`config.mk`:
```
export PLATFORM = sky130hd
export DESIGN_NAME = dcc_regs
export DESIGN_NICKNAME = d
export VERILOG_FILES = /design/src/shared/dcc_pkg.sv /design/src/design/dcc_edge_flags.sv /design/src/design/dcc_regs.sv /design/src/design/dcc_sync_edge.sv
export SDC_FILE = /design/constraint.sdc
export NUM_CORES = 1
export LEC_CHECK = 0
export BUFFER_PORTS_ARGS = -buffer_cell sky130_fd_sc_hd__clkbuf_2
export CORE_UTILIZATION = 50
export CTS_CLUSTER_DIAMETER = 100
export DETAILED_ROUTE_END_ITERATION = 16
export GPL_ROUTABILITY_DRIVEN = 0
export PLACE_DENSITY = 0.78
export SYNTH_ARGS = -nofsm -noshare
export SYNTH_HDL_FRONTEND = slang
export SYNTH_HIERARCHICAL = 1
export SYNTH_SLANG_ARGS = --single-unit
```
`constraint.sdc`:
```
create_clock -name ref_clk_in -period 2.7 [get_ports ref_clk_in]
set_input_delay 0.405 -clock ref_clk_in [delete_from_list [all_inputs] [get_ports ref_clk_in]]
set_output_delay 0.405 -clock ref_clk_in [all_outputs]
set_load 0.005 [all_outputs]
```
`src/shared/dcc_pkg.sv`:
```
// constants and carrier types for the dual comparator control registers
`default_nettype none
package dcc_pkg;
	// register addresses and page
	localparam logic [7:0] DCC_CMP1_CTRL_ADDR = 8'h9A;
	localparam logic [7:0] DCC_CMP1_MODE_ADDR = 8'h9C;
	localparam logic [7:0] DCC_CMP0_MODE_ADDR = 8'h9D;
	localparam logic [7:0] DCC_PAGE_ZERO = 8'h00;
	// control register field positions
	localparam int DCC_CTRL_EN_BIT = 7;
	localparam int DCC_CTRL_OUT_BIT = 6;
	localparam int DCC_CTRL_RFLAG_BIT = 5;
	localparam int DCC_CTRL_FFLAG_BIT = 4;
	localparam int DCC_CTRL_HYP_LSB = 2;
	localparam int DCC_CTRL_HYN_LSB = 0;
	// mode register field positions
	localparam int DCC_MODE_FIXED_BIT = 7;
	localparam int DCC_MODE_RIE_BIT = 5;
	localparam int DCC_MODE_FIE_BIT = 4;
	localparam int DCC_MODE_MD_LSB = 0;
	// reset values
	localparam logic [7:0] DCC_MODE_RST = 8'h82;
	localparam logic [7:0] DCC_CTRL_RST = 8'h00;
	localparam logic [1:0] DCC_SPEED_RST = 2'h2;
	localparam logic [1:0] DCC_HYST_RST = 2'h0;
	// input synchroniser depth
	localparam int DCC_SYNC_STAGES = 3;
	typedef struct packed {
		logic rise_irq_en;
		logic fall_irq_en;
		logic [1:0] speed_mode;
	} dcc_mode_s;
	typedef struct packed {
		logic enable;
		logic [1:0] pos_hyst;
		logic [1:0] neg_hyst;
	} dcc_ctrl_s;
	typedef struct packed {
		logic level;
		logic rise;
		logic fall;
	} dcc_edge_s;
	typedef struct packed {
		logic rise;
		logic fall;
	} dcc_flag_s;
endpackage
`default_nettype wire

```
`src/design/dcc_edge_flags.sv`:
```
// sticky rising and falling edge flags, set wins over a software write
`timescale 1ns/1ps
`default_nettype none
module dcc_edge_flags
	import dcc_pkg::*;
(
	// clock and reset
	input wire logic ref_clk_in,
	input wire logic rst_b_in,
	// hardware set pulses
	input wire dcc_flag_s set_in,
	// software write
	input wire logic wr_in,
	input wire dcc_flag_s wdata_in,
	// flag state
	output dcc_flag_s flags_out
);
	dcc_flag_s flags_reg;
	dcc_flag_s flags_next;

	always_comb begin
		flags_next = flags_reg;
		if (wr_in) begin
			flags_next = wdata_in;
		end
		flags_next.rise = flags_next.rise | set_in.rise;
		flags_next.fall = flags_next.fall | set_in.fall;
	end

	always_ff @(posedge ref_clk_in or negedge rst_b_in) begin
		if (!rst_b_in) begin
			flags_reg <= '{rise: 1'b0, fall: 1'b0};
		end else begin
			flags_reg <= flags_next;
		end
	end

	assign flags_out = flags_reg;
endmodule // dcc_edge_flags
`default_nettype wire

```
`src/design/dcc_regs.sv`:
```
// register bank for the two comparators: mode, control, flags, requests
// Notes on behaviour
// - cmp0 mode bit 5 enables the cmp0 rising-edge interrupt request.
// - cmp0 mode bit 4 enables the cmp0 falling-edge interrupt request.
// - cmp1 mode bits 5 and 4 enable rising and falling requests.
// - cmp0 mode bits 1:0 pick speed, 00 fastest to 11 lowest power.
// - cmp1 mode bits 1:0 pick cmp1 speed the same way.
// - mode bit 7 reads one; software always writes one there.
// - mode bits 6, 3, 2 read zero and ignore writes.
// - cmp1 control bit 7 switches comparator 1 on.
// - cmp1 control bit 6 is read-only comparator result.
// - cmp1 control bit 5 latches on rising edge until written zero.
// - cmp1 control bit 4 latches on falling edge until written zero.
// - cmp1 control bits 3:2 select positive hysteresis, 00 off.
// - cmp1 control bits 1:0 select negative hysteresis, 00 off.
// - cmp0 mode decodes on every page; cmp1 registers on page zero.
// - both comparator results are offered to the timers.
// - edge flags set on every edge while the comparator is on, regardless of interrupt enables.
// - request needs flag, edge enable, source enable and global enable.
`timescale 1ns/1ps
`default_nettype none
module dcc_regs
	import dcc_pkg::*;
(
	// clock and reset
	input wire logic ref_clk_in,
	input wire logic rst_b_in,
	// special function register bus
	input wire logic [7:0] sfr_addr_in,
	input wire logic [7:0] sfr_page_in,
	input wire logic sfr_wr_in,
	input wire logic sfr_rd_in,
	input wire logic [7:0] sfr_wdata_in,
	output logic [7:0] sfr_rdata_out,
	output logic sfr_rd_hit_out,
	// raw analog comparator outputs
	input wire logic cmp0_raw_in,
	input wire logic cmp1_raw_in,
	// comparator 0 control held outside this bank
	input wire logic cmp0_enable_in,
	input wire logic cmp0_rise_clr_in,
	input wire logic cmp0_fall_clr_in,
	// interrupt gating
	input wire logic cmp_irq_src_en_in,
	input wire logic global_irq_en_in,
	// analog settings
	output logic cmp1_enable_out,
	output logic [1:0] cmp1_pos_hyst_out,
	output logic [1:0] cmp1_neg_hyst_out,
	output logic [1:0] cmp0_speed_mode_out,
	output logic [1:0] cmp1_speed_mode_out,
	// status
	output logic cmp0_result_out,
	output logic cmp1_result_out,
	output logic cmp0_rise_flag_out,
	output logic cmp0_fall_flag_out,
	// timer capture feeds
	output logic [1:0] cmp_timer_out,
	// interrupt requests
	output logic cmp0_irq_out,
	output logic cmp1_irq_out
);

	// address match with optional page qualification
	function automatic logic dcc_hit(
		input logic [7:0] addr,
		input logic [7:0] page,
		input logic [7:0] target,
		input logic any_page
	);
		dcc_hit = (addr == target) && (any_page || (page == DCC_PAGE_ZERO));
	endfunction

	// mode register image: fixed one, unused zeros
	function automatic logic [7:0] dcc_mode_byte(input dcc_mode_s m);
		logic [7:0] b;
		b = 8'h00;
		b[DCC_MODE_FIXED_BIT] = 1'b1;
		b[DCC_MODE_RIE_BIT] = m.rise_irq_en;
		b[DCC_MODE_FIE_BIT] = m.fall_irq_en;
		b[DCC_MODE_MD_LSB +: 2] = m.speed_mode;
		dcc_mode_byte = b;
	endfunction

	// pick the writable mode fields out of a bus byte
	function automatic dcc_mode_s dcc_mode_fields(input logic [7:0] d);
		dcc_mode_s m;
		m.rise_irq_en = d[DCC_MODE_RIE_BIT];
		m.fall_irq_en = d[DCC_MODE_FIE_BIT];
		m.speed_mode = d[DCC_MODE_MD_LSB +: 2];
		dcc_mode_fields = m;
	endfunction

	// request from flags and enables
	function automatic logic dcc_irq(
		input dcc_flag_s f,
		input dcc_mode_s m,
		input logic src_en,
		input logic glb_en
	);
		dcc_irq = src_en & glb_en &
			((f.rise & m.rise_irq_en) | (f.fall & m.fall_irq_en));
	endfunction

	// hardware set pulses out of an edge record
	function automatic dcc_flag_s dcc_edge_set(input dcc_edge_s e);
		dcc_edge_set = '{rise: e.rise, fall: e.fall};
	endfunction

	// filtered level forced low while a comparator is off
	function automatic logic dcc_level(input dcc_edge_s e, input logic en);
		dcc_level = e.level & en;
	endfunction

	localparam dcc_mode_s MODE_RST = '{
		rise_irq_en: DCC_MODE_RST[DCC_MODE_RIE_BIT],
		fall_irq_en: DCC_MODE_RST[DCC_MODE_FIE_BIT],
		speed_mode: DCC_SPEED_RST
	};
	localparam dcc_ctrl_s CTRL_RST = '{
		enable: DCC_CTRL_RST[DCC_CTRL_EN_BIT],
		pos_hyst: DCC_HYST_RST,
		neg_hyst: DCC_HYST_RST
	};

	dcc_mode_s mode0_reg;
	dcc_mode_s mode1_reg;
	dcc_ctrl_s ctrl1_reg;
	dcc_edge_s edge0;
	dcc_edge_s edge1;
	dcc_flag_s flags0;
	dcc_flag_s flags1;
	dcc_flag_s flags0_wdata;
	dcc_flag_s flags1_wdata;
	logic hit_mode0;
	logic hit_mode1;
	logic hit_ctrl1;
	logic wr_mode0;
	logic wr_mode1;
	logic wr_ctrl1;
	logic wr_flags0;
	logic [7:0] rdata_next;
	logic rd_hit_next;
	logic [7:0] rdata_reg;
	logic rd_hit_reg;
	logic cmp0_result_reg;
	logic cmp1_result_reg;
	logic [1:0] cmp_timer_reg;
	logic cmp0_irq_reg;
	logic cmp1_irq_reg;

	// address decode
	assign hit_mode0 = dcc_hit(sfr_addr_in, sfr_page_in,
		DCC_CMP0_MODE_ADDR, 1'b1);
	assign hit_mode1 = dcc_hit(sfr_addr_in, sfr_page_in,
		DCC_CMP1_MODE_ADDR, 1'b0);
	assign hit_ctrl1 = dcc_hit(sfr_addr_in, sfr_page_in,
		DCC_CMP1_CTRL_ADDR, 1'b0);
	assign wr_mode0 = sfr_wr_in & hit_mode0;
	assign wr_mode1 = sfr_wr_in & hit_mode1;
	assign wr_ctrl1 = sfr_wr_in & hit_ctrl1;

	// comparator 0 mode register
	always_ff @(posedge ref_clk_in or negedge rst_b_in) begin
		if (!rst_b_in) begin
			mode0_reg <= MODE_RST;
		end else if (wr_mode0) begin
			// bit 7 and the unused bits are not stored
			mode0_reg <= dcc_mode_fields(sfr_wdata_in);
		end
	end

	// comparator 1 mode register
	always_ff @(posedge ref_clk_in or negedge rst_b_in) begin
		if (!rst_b_in) begin
			mode1_reg <= MODE_RST;
		end else if (wr_mode1) begin
			mode1_reg <= dcc_mode_fields(sfr_wdata_in);
		end
	end

	// comparator 1 control register, writable fields
	always_ff @(posedge ref_clk_in or negedge rst_b_in) begin
		if (!rst_b_in) begin
			ctrl1_reg <= CTRL_RST;
		end else if (wr_ctrl1) begin
			ctrl1_reg.enable <= sfr_wdata_in[DCC_CTRL_EN_BIT];
			ctrl1_reg.pos_hyst <= sfr_wdata_in[DCC_CTRL_HYP_LSB +: 2];
			ctrl1_reg.neg_hyst <= sfr_wdata_in[DCC_CTRL_HYN_LSB +: 2];
		end
	end

	// synchronise the raw outputs and find their edges
	dcc_sync_edge u_sync0 (
		.ref_clk_in(ref_clk_in),
		.rst_b_in(rst_b_in),
		.raw_in(cmp0_raw_in),
		.enable_in(cmp0_enable_in),
		.edge_out(edge0)
	);

	dcc_sync_edge u_sync1 (
		.ref_clk_in(ref_clk_in),
		.rst_b_in(rst_b_in),
		.raw_in(cmp1_raw_in),
		.enable_in(ctrl1_reg.enable),
		.edge_out(edge1)
	);

	// comparator 0 flags cleared by the outside control register
	assign wr_flags0 = cmp0_rise_clr_in | cmp0_fall_clr_in;
	assign flags0_wdata = '{
		rise: flags0.rise & ~cmp0_rise_clr_in,
		fall: flags0.fall & ~cmp0_fall_clr_in
	};

	// a write of one sets a flag, a write of zero clears it
	// an edge in the cycle of a clearing write still sets the flag
	assign flags1_wdata = '{
		rise: sfr_wdata_in[DCC_CTRL_RFLAG_BIT],
		fall: sfr_wdata_in[DCC_CTRL_FFLAG_BIT]
	};

	// flags set on edges whatever the interrupt enables say
	dcc_edge_flags u_flags0 (
		.ref_clk_in(ref_clk_in),
		.rst_b_in(rst_b_in),
		.set_in(dcc_edge_set(edge0)),
		.wr_in(wr_flags0),
		.wdata_in(flags0_wdata),
		.flags_out(flags0)
	);

	dcc_edge_flags u_flags1 (
		.ref_clk_in(ref_clk_in),
		.rst_b_in(rst_b_in),
		.set_in(dcc_edge_set(edge1)),
		.wr_in(wr_ctrl1),
		.wdata_in(flags1_wdata),
		.flags_out(flags1)
	);

	// filtered results, zero while a comparator is switched off
	always_ff @(posedge ref_clk_in or negedge rst_b_in) begin
		if (!rst_b_in) begin
			cmp0_result_reg <= 1'b0;
		end else begin
			cmp0_result_reg <= dcc_level(edge0, cmp0_enable_in);
		end
	end

	always_ff @(posedge ref_clk_in or negedge rst_b_in) begin
		if (!rst_b_in) begin
			cmp1_result_reg <= 1'b0;
		end else begin
			cmp1_result_reg <= dcc_level(edge1, ctrl1_reg.enable);
		end
	end

	// results to the timer capture inputs
	always_ff @(posedge ref_clk_in or negedge rst_b_in) begin
		if (!rst_b_in) begin
			cmp_timer_reg <= 2'h0;
		end else begin
			cmp_timer_reg <= {cmp1_result_reg, cmp0_result_reg};
		end
	end

	// read multiplexer
	always_comb begin
		rdata_next = 8'h00;
		rd_hit_next = 1'b0;
		if (hit_mode0) begin
			rdata_next = dcc_mode_byte(mode0_reg);
			rd_hit_next = 1'b1;
		end else if (hit_mode1) begin
			rdata_next = dcc_mode_byte(mode1_reg);
			rd_hit_next = 1'b1;
		end else if (hit_ctrl1) begin
			rdata_next[DCC_CTRL_EN_BIT] = ctrl1_reg.enable;
			rdata_next[DCC_CTRL_OUT_BIT] = cmp1_result_reg;
			rdata_next[DCC_CTRL_RFLAG_BIT] = flags1.rise;
			rdata_next[DCC_CTRL_FFLAG_BIT] = flags1.fall;
			rdata_next[DCC_CTRL_HYP_LSB +: 2] = ctrl1_reg.pos_hyst;
			rdata_next[DCC_CTRL_HYN_LSB +: 2] = ctrl1_reg.neg_hyst;
			rd_hit_next = 1'b1;
		end
	end

	// read data registered on the read strobe, held until the next read
	always_ff @(posedge ref_clk_in or negedge rst_b_in) begin
		if (!rst_b_in) begin
			rdata_reg <= 8'h00;
		end else if (sfr_rd_in) begin
			rdata_reg <= rdata_next;
		end
	end

	// hit flag lasts one cycle after each mapped read
	always_ff @(posedge ref_clk_in or negedge rst_b_in) begin
		if (!rst_b_in) begin
			rd_hit_reg <= 1'b0;
		end else begin
			rd_hit_reg <= sfr_rd_in & rd_hit_next;
		end
	end

	// interrupt requests
	always_ff @(posedge ref_clk_in or negedge rst_b_in) begin
		if (!rst_b_in) begin
			cmp0_irq_reg <= 1'b0;
		end else begin
			cmp0_irq_reg <= dcc_irq(flags0, mode0_reg,
				cmp_irq_src_en_in, global_irq_en_in);
		end
	end

	// a pending flag raises the request as soon as the gates open
	always_ff @(posedge ref_clk_in or negedge rst_b_in) begin
		if (!rst_b_in) begin
			cmp1_irq_reg <= 1'b0;
		end else begin
			cmp1_irq_reg <= dcc_irq(flags1, mode1_reg,
				cmp_irq_src_en_in, global_irq_en_in);
		end
	end

	// outputs
	assign sfr_rdata_out = rdata_reg;
	assign sfr_rd_hit_out = rd_hit_reg;
	assign cmp1_enable_out = ctrl1_reg.enable;
	assign cmp1_pos_hyst_out = ctrl1_reg.pos_hyst;
	assign cmp1_neg_hyst_out = ctrl1_reg.neg_hyst;
	assign cmp0_speed_mode_out = mode0_reg.speed_mode;
	assign cmp1_speed_mode_out = mode1_reg.speed_mode;
	assign cmp0_result_out = cmp0_result_reg;
	assign cmp1_result_out = cmp1_result_reg;
	assign cmp0_rise_flag_out = flags0.rise;
	assign cmp0_fall_flag_out = flags0.fall;
	assign cmp_timer_out = cmp_timer_reg;
	assign cmp0_irq_out = cmp0_irq_reg;
	assign cmp1_irq_out = cmp1_irq_reg;
endmodule // dcc_regs
`default_nettype wire

```
`src/design/dcc_sync_edge.sv`:
```
// synchroniser, glitch filter and edge detector for one comparator output
`timescale 1ns/1ps
`default_nettype none
module dcc_sync_edge
	import dcc_pkg::*;
(
	// clock and reset
	input wire logic ref_clk_in,
	input wire logic rst_b_in,
	// raw comparator level and qualifier
	input wire logic raw_in,
	input wire logic enable_in,
	// filtered level and edge pulses
	output dcc_edge_s edge_out
);
	logic meta_reg;
	logic sync_a_reg;
	logic sync_b_reg;
	logic stable_reg;
	logic rise_reg;
	logic fall_reg;
	logic agree;

	// meta_reg is read only by sync_a_reg
	always_ff @(posedge ref_clk_in or negedge rst_b_in) begin
		if (!rst_b_in) begin
			meta_reg <= 1'b0;
			sync_a_reg <= 1'b0;
			sync_b_reg <= 1'b0;
		end else begin
			meta_reg <= raw_in;
			sync_a_reg <= meta_reg;
			sync_b_reg <= sync_a_reg;
		end
	end

	assign agree = (sync_a_reg == sync_b_reg);

	always_ff @(posedge ref_clk_in or negedge rst_b_in) begin
		if (!rst_b_in) begin
			stable_reg <= 1'b0;
			rise_reg <= 1'b0;
			fall_reg <= 1'b0;
		end else begin
			if (agree) begin
				stable_reg <= sync_b_reg;
			end
			rise_reg <= agree & sync_b_reg & ~stable_reg & enable_in;
			fall_reg <= agree & ~sync_b_reg & stable_reg & enable_in;
		end
	end

	assign edge_out = '{level: stable_reg, rise: rise_reg, fall: fall_reg};
endmodule // dcc_sync_edge
`default_nettype wire

```
* After elaboration in Yosys (flattened, before gate mapping)
Cells that the tools add are included.
** Cells by class
- Eq/ne operators :: 5
- Multiplexer cells :: 8
- Bitwise operators :: 40
- Reductions and logical operators :: 3
** Operators by type and width (number)
- bitwise AND 1 bit :: 27
- == test 8 bit, second input constant :: 3
- two-way mux 8 bit :: 3
- logical NOT 8 bit :: 1
- OR 1 bit :: 7
- NOT 1 bit :: 6
- two-way mux 2 bit :: 2
- two-way mux 1 bit :: 3
- == test 1 bit :: 2
- logical AND 1 bit :: 2
** Storage, ports and cells
- Flip-flop bits (word level) :: 44
- Bits of input ports :: 35
- Output and inout bits :: 26
- Word-level logic and storage cells :: 88

* Logic depth before layout (Yosys ltp)
Gate-level depths: netlist (run 1).
- Depth after elaboration :: 6
- Depth in mapped cells :: 6
- Mapped depth without buffers :: 5

* Hierarchy
The synthesis (run 1) kept the hierarchy.
** By module, submodules not included
- dcc_regs :: times used 1, cells each 111, area an instance 1325.0 um2, sequential area each 703.2 um2
- dcc_sync_edge :: times used 2, cells each 16, area an instance 235.2 um2, sequential area each 150.1 um2
- dcc_edge_flags :: times used 2, cells each 6, area an instance 80.1 um2, sequential area each 50.0 um2

* Worst setup path after synthesis (run 1)
Ideal clock, no wire load.
- Path type :: input to register
- From :: input sfr_page_in[5]
- To :: register ctrl1_reg, in the netlist cmp1_enable_out
- Setup time :: 125 ps
- Arrival :: 1853 ps
- Data required time :: 2575 ps
- Setup slack :: 722 ps
- Stages :: 4
- Buffers on the path :: 0
- Path through :: or4_4 nor4b_4 nand3_4 mux2_4
** Between the ends
- Longest elaborated chain between the ends :: 3
** Ends and longest elaborated chain
- from (decl) :: RTL line dcc_regs.sv:30 : input wire logic [7:0] sfr_page_in,
- logical NOT 8 bit :: RTL line dcc_regs.sv:71 : dcc_hit = (addr == target) && (any_page || (page == DCC_PAGE_ZERO));
- logical AND 1 bit :: RTL line dcc_regs.sv:71
- bitwise AND 1 bit :: RTL line dcc_regs.sv:161 : assign wr_ctrl1 = sfr_wr_in & hit_ctrl1;
- to (decl) :: RTL line dcc_regs.sv:128 : dcc_ctrl_s ctrl1_reg;
No other way between the ends.
A chain may end at the register's enable or synchronous reset.

* Worst setup path in the final report (run 1)
- From :: input sfr_page_in[5]
- To :: register mode1_reg[3] (netlist name)
** Between the ends
- Longest elaborated chain between the ends :: 3
** Ends and longest elaborated chain
- logical NOT 8 bit :: RTL line dcc_regs.sv:71
- logical AND 1 bit :: RTL line dcc_regs.sv:71
- bitwise AND 1 bit :: RTL line dcc_regs.sv:160 : assign wr_mode1 = sfr_wr_in & hit_mode1;
- to (signal assigned) :: RTL line dcc_regs.sv:178 : mode1_reg <= dcc_mode_fields(sfr_wdata_in);
- to (decl) :: RTL line dcc_regs.sv:127 : dcc_mode_s mode1_reg;
No other way between the ends.

==> results by group, run 1 <==
GRT
  • Vias in the first global route: about 1.3k
  • Largest net degree at the start of global routing: 45
  • Grt ovf: 0
  • Initial antenna violation count: 0
  • GRT Total Usage: ~21%
  • First-pass GRT wire length: between 6000 and 7000 um

Die
  • Io pins: 61
  • Initial Utilization: a little over half
  • Die Span Y: ~65 um
  • Die Wd: 64.5 um
  • Full die area: around 4200 sq um
  • CORE AREA: between 3000 and 4000 sq um
  • # rows: 22

Clock tree
  • Skew-Pair Late Insertion Delay: a little under 300 ps
  • Post-CTS setup buffers: 0
  • CTS Buf Count: 5
  • PostCTS Resize Cnt: 0
  • Reg clk slew, reported paths: around 80 ps
  • CTS H-Tree Depth: 2
  • CTS Root Cell: clkbuf_8
  • CTS tree: yes
  • Clock Tree Buf Depth: 2
  • Hold buffer count at CTS: 0
  • CTS Sinks: 44

Run
  • Total of max-cap violations: 0

Final layout
  • Final net count: 252
  • Share of cells above drive strength 1: 44.9%
  • Diode count: 0
  • Sequential Area: 1100 sq um
  • Fill cell count: approximately 320
  • Design area: 2360 sq um
  • Largest register FFs: 8
  • Area delta synth->final: 20.5%
  • Final Util: between 60% and 70%
  • Multi-input combinational cell area: 723 sq um

Power and ir drop
  • Total Power: approximately 1.2 mW
  • Max VDD drop: between 0.3 and 0.4 mV
  • Pleak: approximately 1.3 nW
  • PD cells: 516 nW/um^2

Synthesis
  • Yosys top cell by area: dfrtp_1
  • Area of the mapped netlist: ~2000 sq um
  • Syn Nets: roughly 190
  • YS warnings: 6
  • Asr flop ratio synth: 100%
  • Sequential element share of the synthesized area: a little under three fifths
  • Avg Cell Area, Syn: about 13 sq um
  • Synth area leaders: dfrtp_1 (54%), mux2_4 (5.4%), mux2_2 (4.6%)
  • Post-synth EDFFs: 0
  • Seq cells post-synth: 44
  • Mapped Cells: 155
  • Most common cell in the netlist: dfrtp_1
  • Share of the synthesized area in the top cell type: 53.7%
  • Top cells by count, synth: dfrtp_1 (42), buf_4 (10), inv_1 (10), nor2b_1 (9)
  • Cell variety after synth: 37
  • Primary FF master, synth: dfrtp_1

Setup path
  • CP startpoint kind: input port
  • Crit path DAT: around 2000 ps
  • Worst setup EP type: flop
  • Worst EP required: around 2900 ps
  • WS Path Type: in -> reg
  • CP Max Fanout: 5

Status
  • Status: completed

Timing
  • Least-Margin Pin Slew: between 500 and 600 ps
  • Final count of hold timing violations: 0
  • Setup-failing EPs final: 0
  • Peak Freq: around 550 MHz
  • RSZ-0062 raised after global routing: no
  • Final WS setup: between 800 and 900 ps
  • Setup TNS: 0 ps
  • Final slew viol count: 0
  • Final critical-path share of the clock period: 67.1%
  • Min cycle time layout: around 1800 ps
  • Clock skew: between 4 and 5 ps
  • Max-slew headroom: between 60% and 70%

Placement
  • DP HPWL: 2790 um
  • Post-placement setup slack: approximately 580 ps
  • Count of input and output buffers: 59
  • Post-Place Cell Area: between 2000 and 2500 sq um

Routing
  • Via count: approximately 1.4k
  • Antenna viol nets, final: 0
  • Drt wl/cell: roughly 14 um
  • Detailed router's first-iteration violation count: between 70 and 80
  • Routed vias/inst: between 5 and 6
  • Drc violations: 0
  • WL final: 3790 um
  • 1st-pass router iterations: 4

Min path
  • Worst hold-check path type: in -> async
[cell usage in the layout, fill, tap and decap left out, drive strengths merged, types with 2 or more instances in the layout]
cell    Yosys  routed
clkbuf      4      65
dfrtp      42      42
mux2       15      15
inv        10      10
nor2b       9       9
nand3       9       9
nand4       7       7
buf        10       6
o21ai       4       4
a211o       4       4
ha          4       4
nor2        3       3
a22oi       3       3
nand2b      3       3
a22o        3       3
and2        3       3
or4         2       2
nand2       2       2
clkinv      0       2
dfstp       2       2
and3b       2       2
and3        2       2
nor4b       2       2
[path summary, 6_finish.rpt]
check / from / to / slack [ps] / depth (start not counted)
setup / recovery: sfr_page_in[5] / mode1_reg[3]$_DFFE_PN0P_ / 890 / 5
hold / removal: rst_b_in / sfr_rdata_out[7]$_DFFE_PN0P_ / 170 / 2
setup reg to reg: u_sync1/sync_a_reg$_DFF_PN0_ / u_sync1/stable_reg$_DFFE_PN0N_ / 1550 / 3
hold reg to reg: u_sync0/meta_reg$_DFF_PN0_ / u_sync0/sync_a_reg$_DFF_PN0_ / 350 / 0
max in group asynchronous: rst_b_in / cmp1_speed_mode_out[1]$_DFFE_PN1P_ / 2150 / 2
min in group ref_clk_in: cmp0_raw_in / u_sync0/meta_reg$_DFF_PN0_ / 210 / 1
[critical path: stages]
cell and delay, ps:
clkbuf_2 80, or4_4 570, nor3_2 320, nand4_1 280, mux2_2 340
[area by class of cell]
cell class / instances / area share, %
Tap cell: 48 / 2.55
Clock buffer: 6 / 3.50
Multi-Input combinational cell: 87 / 30.7
Clock inverter: 2 / 0.425
Inverter: 10 / 1.59
Timing Repair Buffer: 65 / 14.4
Sequential cell: 44 / 46.8
[layer usage]
layer	GRT usage, %	vias to the layer above	part of all wire, %
met5	0	-	0
met4	8.89	0	2.0
met2	33.6	36	50
li1	-	653	-
met1	24.7	662	43
met3	7.04	7	4.9
[cells by family after synthesis]
group / Yosys count / share of synthesized area, %
muxes: 15 / 9.98
adders and majority gates: 4 / 2.56
DFF: 44 / 56.4
and+or+nand+nor: 49 / 17.4
buffers and inverters: 24 / 6.59
AOI/OAI and AO/OA: 19 / 7.04
[power breakdown]
part           internal (mW)  switching (mW)
clock                  0.204           0.215
sequential             0.680          0.0159
combinational         0.0519          0.0490
total                  0.936           0.280
[stage by stage]
stage          hold WS (ps)  std cells
6_report                166        262
5_1_grt                 193        262
4_1_cts                 190        262
3_5_place_dp            338        254
3_3_place_gp            334        254
2_1_floorplan           109        155
Power figures use the tool's default switching activity.
==> inputs of run 2 (changes only) <==
- clock period: 2.7 -> 1.7 ns (I/O delays scaled with it)
==> run 2 against run 1 <==
Net effect: routed wire length fell by 3.0%; clock-buffer cell count fell by 1; power rose by 57%; critical path depth did not move; largest cell class unchanged; largest power group unchanged; highest routed layer unchanged.
==> results by group, run 2 (synthesized netlist as in run 1, its figures left out) <==
Timing
  • Setup TNS: 0 ps
  • Max-slew headroom: about two thirds
  • Final critical-path share of the clock period: approximately 94%
  • Final slew viol count: 0
  • Least-Margin Pin Slew: just under 500 ps
  • Min cycle time layout: between 1500 and 2000 ps
  • Hold slack: about 55 ps
  • Final count of hold timing violations: 0
  • Final WS setup: 107 ps
  • Peak Freq: around 630 MHz
  • RSZ-0062 raised after global routing: no
  • Clock skew: a little under 7 ps
  • Setup-failing EPs final: 0

Routing
  • Detailed router's first-iteration violation count: 85
  • 1st-pass router iterations: 4
  • Drt wl/cell: roughly 14 um
  • Antenna viol nets, final: 0
  • Routed vias/inst: between 5 and 6
  • Drc violations: 0
  • Via count: between 1k and 1.5k
  • WL final: approximately 3700 um

Setup path
  • Worst EP required: between 1500 and 2000 ps
  • CP startpoint kind: input port
  • WS Path Type: in -> reg
  • Crit path DAT: about 1800 ps
  • Worst setup EP type: flop
  • R2r startpoint: u_sync0/sync_a_reg$_DFF_PN0_
  • Worst R2R End: u_sync0/stable_reg$_DFFE_PN0N_
  • Register-to-Register Path Depth: 3
  • Worst reg-to-reg setup slack: 560 ps
  • CP Max Fanout: 4

Min path
  • Hold path start: cmp0_raw_in
  • Worst hold-check path type: in -> reg
  • Hold Path Depth: 1
  • WHS Endpoint: u_sync0/meta_reg$_DFF_PN0_

GRT
  • Grt ovf: 0
  • GRT Total Usage: a little over a fifth
  • Vias in the first global route: between 1k and 1.5k
  • First-pass GRT wire length: about 6500 um
  • Largest net degree at the start of global routing: 21
  • Initial antenna violation count: 0

Final layout
  • Finished Layout Cells: about 270
  • Commonest cells after routing, fill and taps aside: clkbuf_2 (59), dfrtp_1 (42), inv_1 (10), buf_4 (10), nor2b_1 (9)
  • Diode count: 0
  • Area delta synth->final: 23.7%
  • Most common cell after layout, fill and taps aside: clkbuf_2
  • Final net count: between 200 and 300
  • Fill cell count: between 300 and 400
  • Share of cells above drive strength 1: between 40% and 50%
  • Largest register FFs: 8
  • Final Util: 65.1%
  • Sequential Area: ~1100 sq um
  • Multi-input combinational cell area: 729 sq um

Clock tree
  • CTS Buf Count: 5
  • CTS H-Tree Depth: 2
  • Clock Tree Buf Depth: 2
  • CTS tree: yes
  • CTS Sinks: 44
  • PostCTS Resize Cnt: 0
  • Reg clk slew, reported paths: roughly 80 ps
  • Skew-Pair Late Insertion Delay: ~300 ps
  • CTS Root Cell: clkbuf_8

Die
  • CORE AREA: ~3700 sq um
  • # rows: 22
  • Die Span Y: ~65 um
  • Initial Utilization: between 50 and 60%
  • Io pins: 61
  • Full die area: between 4000 and 5000 sq um
  • Die Wd: approximately 65 um

Placement
  • Count of input and output buffers: 59
  • Placed Cells: about 260
  • Post-placement setup slack: -197 ps
  • DP HPWL: about 2900 um

Status
  • Status: completed

Power and ir drop
  • PD cells: between 700 and 800 nW/um^2
  • Max VDD drop: ~0.50 mV
  • Pleak: between 1 and 1.5 nW

Run
  • Total of max-cap violations: 0
run 2: cell count changes in the layout (fill, tap and decap cells not counted), sizes merged:
cell,change
buf,+5
clkinv,+1
clkbuf,-1
dlygate4sd3,+1
run 2: worst max-delay path, stage by stage:
cell	delay, ps
clkbuf_2	80
or4_4	570
nor3_2	270
nand4_1	260
mux2_2	340
run 2: final cells by class:
type / count / area share, %
multi-input cells: 87 / 30.2
flip-flops and latches: 44 / 45.6
clock inverters: 3 / 0.776
inverters: 10 / 1.55
clock buffers: 5 / 2.85
repair buffers: 71 / 16.6
well taps: 48 / 2.48
run 2: through the flow:
stage / cell area, sq um / power (mW)
4_1_cts: 2420 / 1.93
5_1_grt: 2420 / 2.01
3_3_place_gp: 2320 / 1.28
2_1_floorplan: 1960 / 1.20
6_report: 2420 / 1.91
3_5_place_dp: 2320 / 1.29
run 2: worst max-delay path by stage:
stage / startpoint / end / slack, ps
after global routing: sfr_page_in[5] / mode1_reg[2]$_DFFE_PN0P_ / 40
after CTS: sfr_page_in[5] / cmp1_pos_hyst_out[0]$_DFFE_PN0P_ / 130
after global placement: sfr_page_in[5] / mode1_reg[2]$_DFFE_PN0P_ / -160
after detailed placement: sfr_page_in[5] / cmp1_neg_hyst_out[0]$_DFFE_PN0P_ / -200
final: sfr_page_in[5] / mode1_reg[2]$_DFFE_PN0P_ / 110
after floorplan: sfr_page_in[5] / cmp1_enable_out$_DFFE_PN0P_ / -130
run 2: what timing repair did:
item                                   4_1_cts  5_1_grt
endpoints found under the hold margin       17        0
hold buffers                                 1        0
setup endpoints to repair                    0        0
buffers inserted                             0        0
run 2: per-layer routing:
metal | global-route usage [%] | wire length, um | share of wire (%) | vias up
li1 | - | - | - | 666
met1 | 26.8 | 1670 | 45 | 666
met2 | 33.6 | 1820 | 50 | 33
met3 | 6.51 | 132 | 3.6 | 5
met4 | 7.50 | 53 | 1.4 | 0
met5 | 0 | 0 | 0 | -
run 2: power breakdown:
part / internal, mW / total [mW] / switching (mW)
Clock: 0.286 / 0.637 / 0.351
Combinational: 0.0882 / 0.166 / 0.0780
Sequential: 1.08 / 1.10 / 0.0233
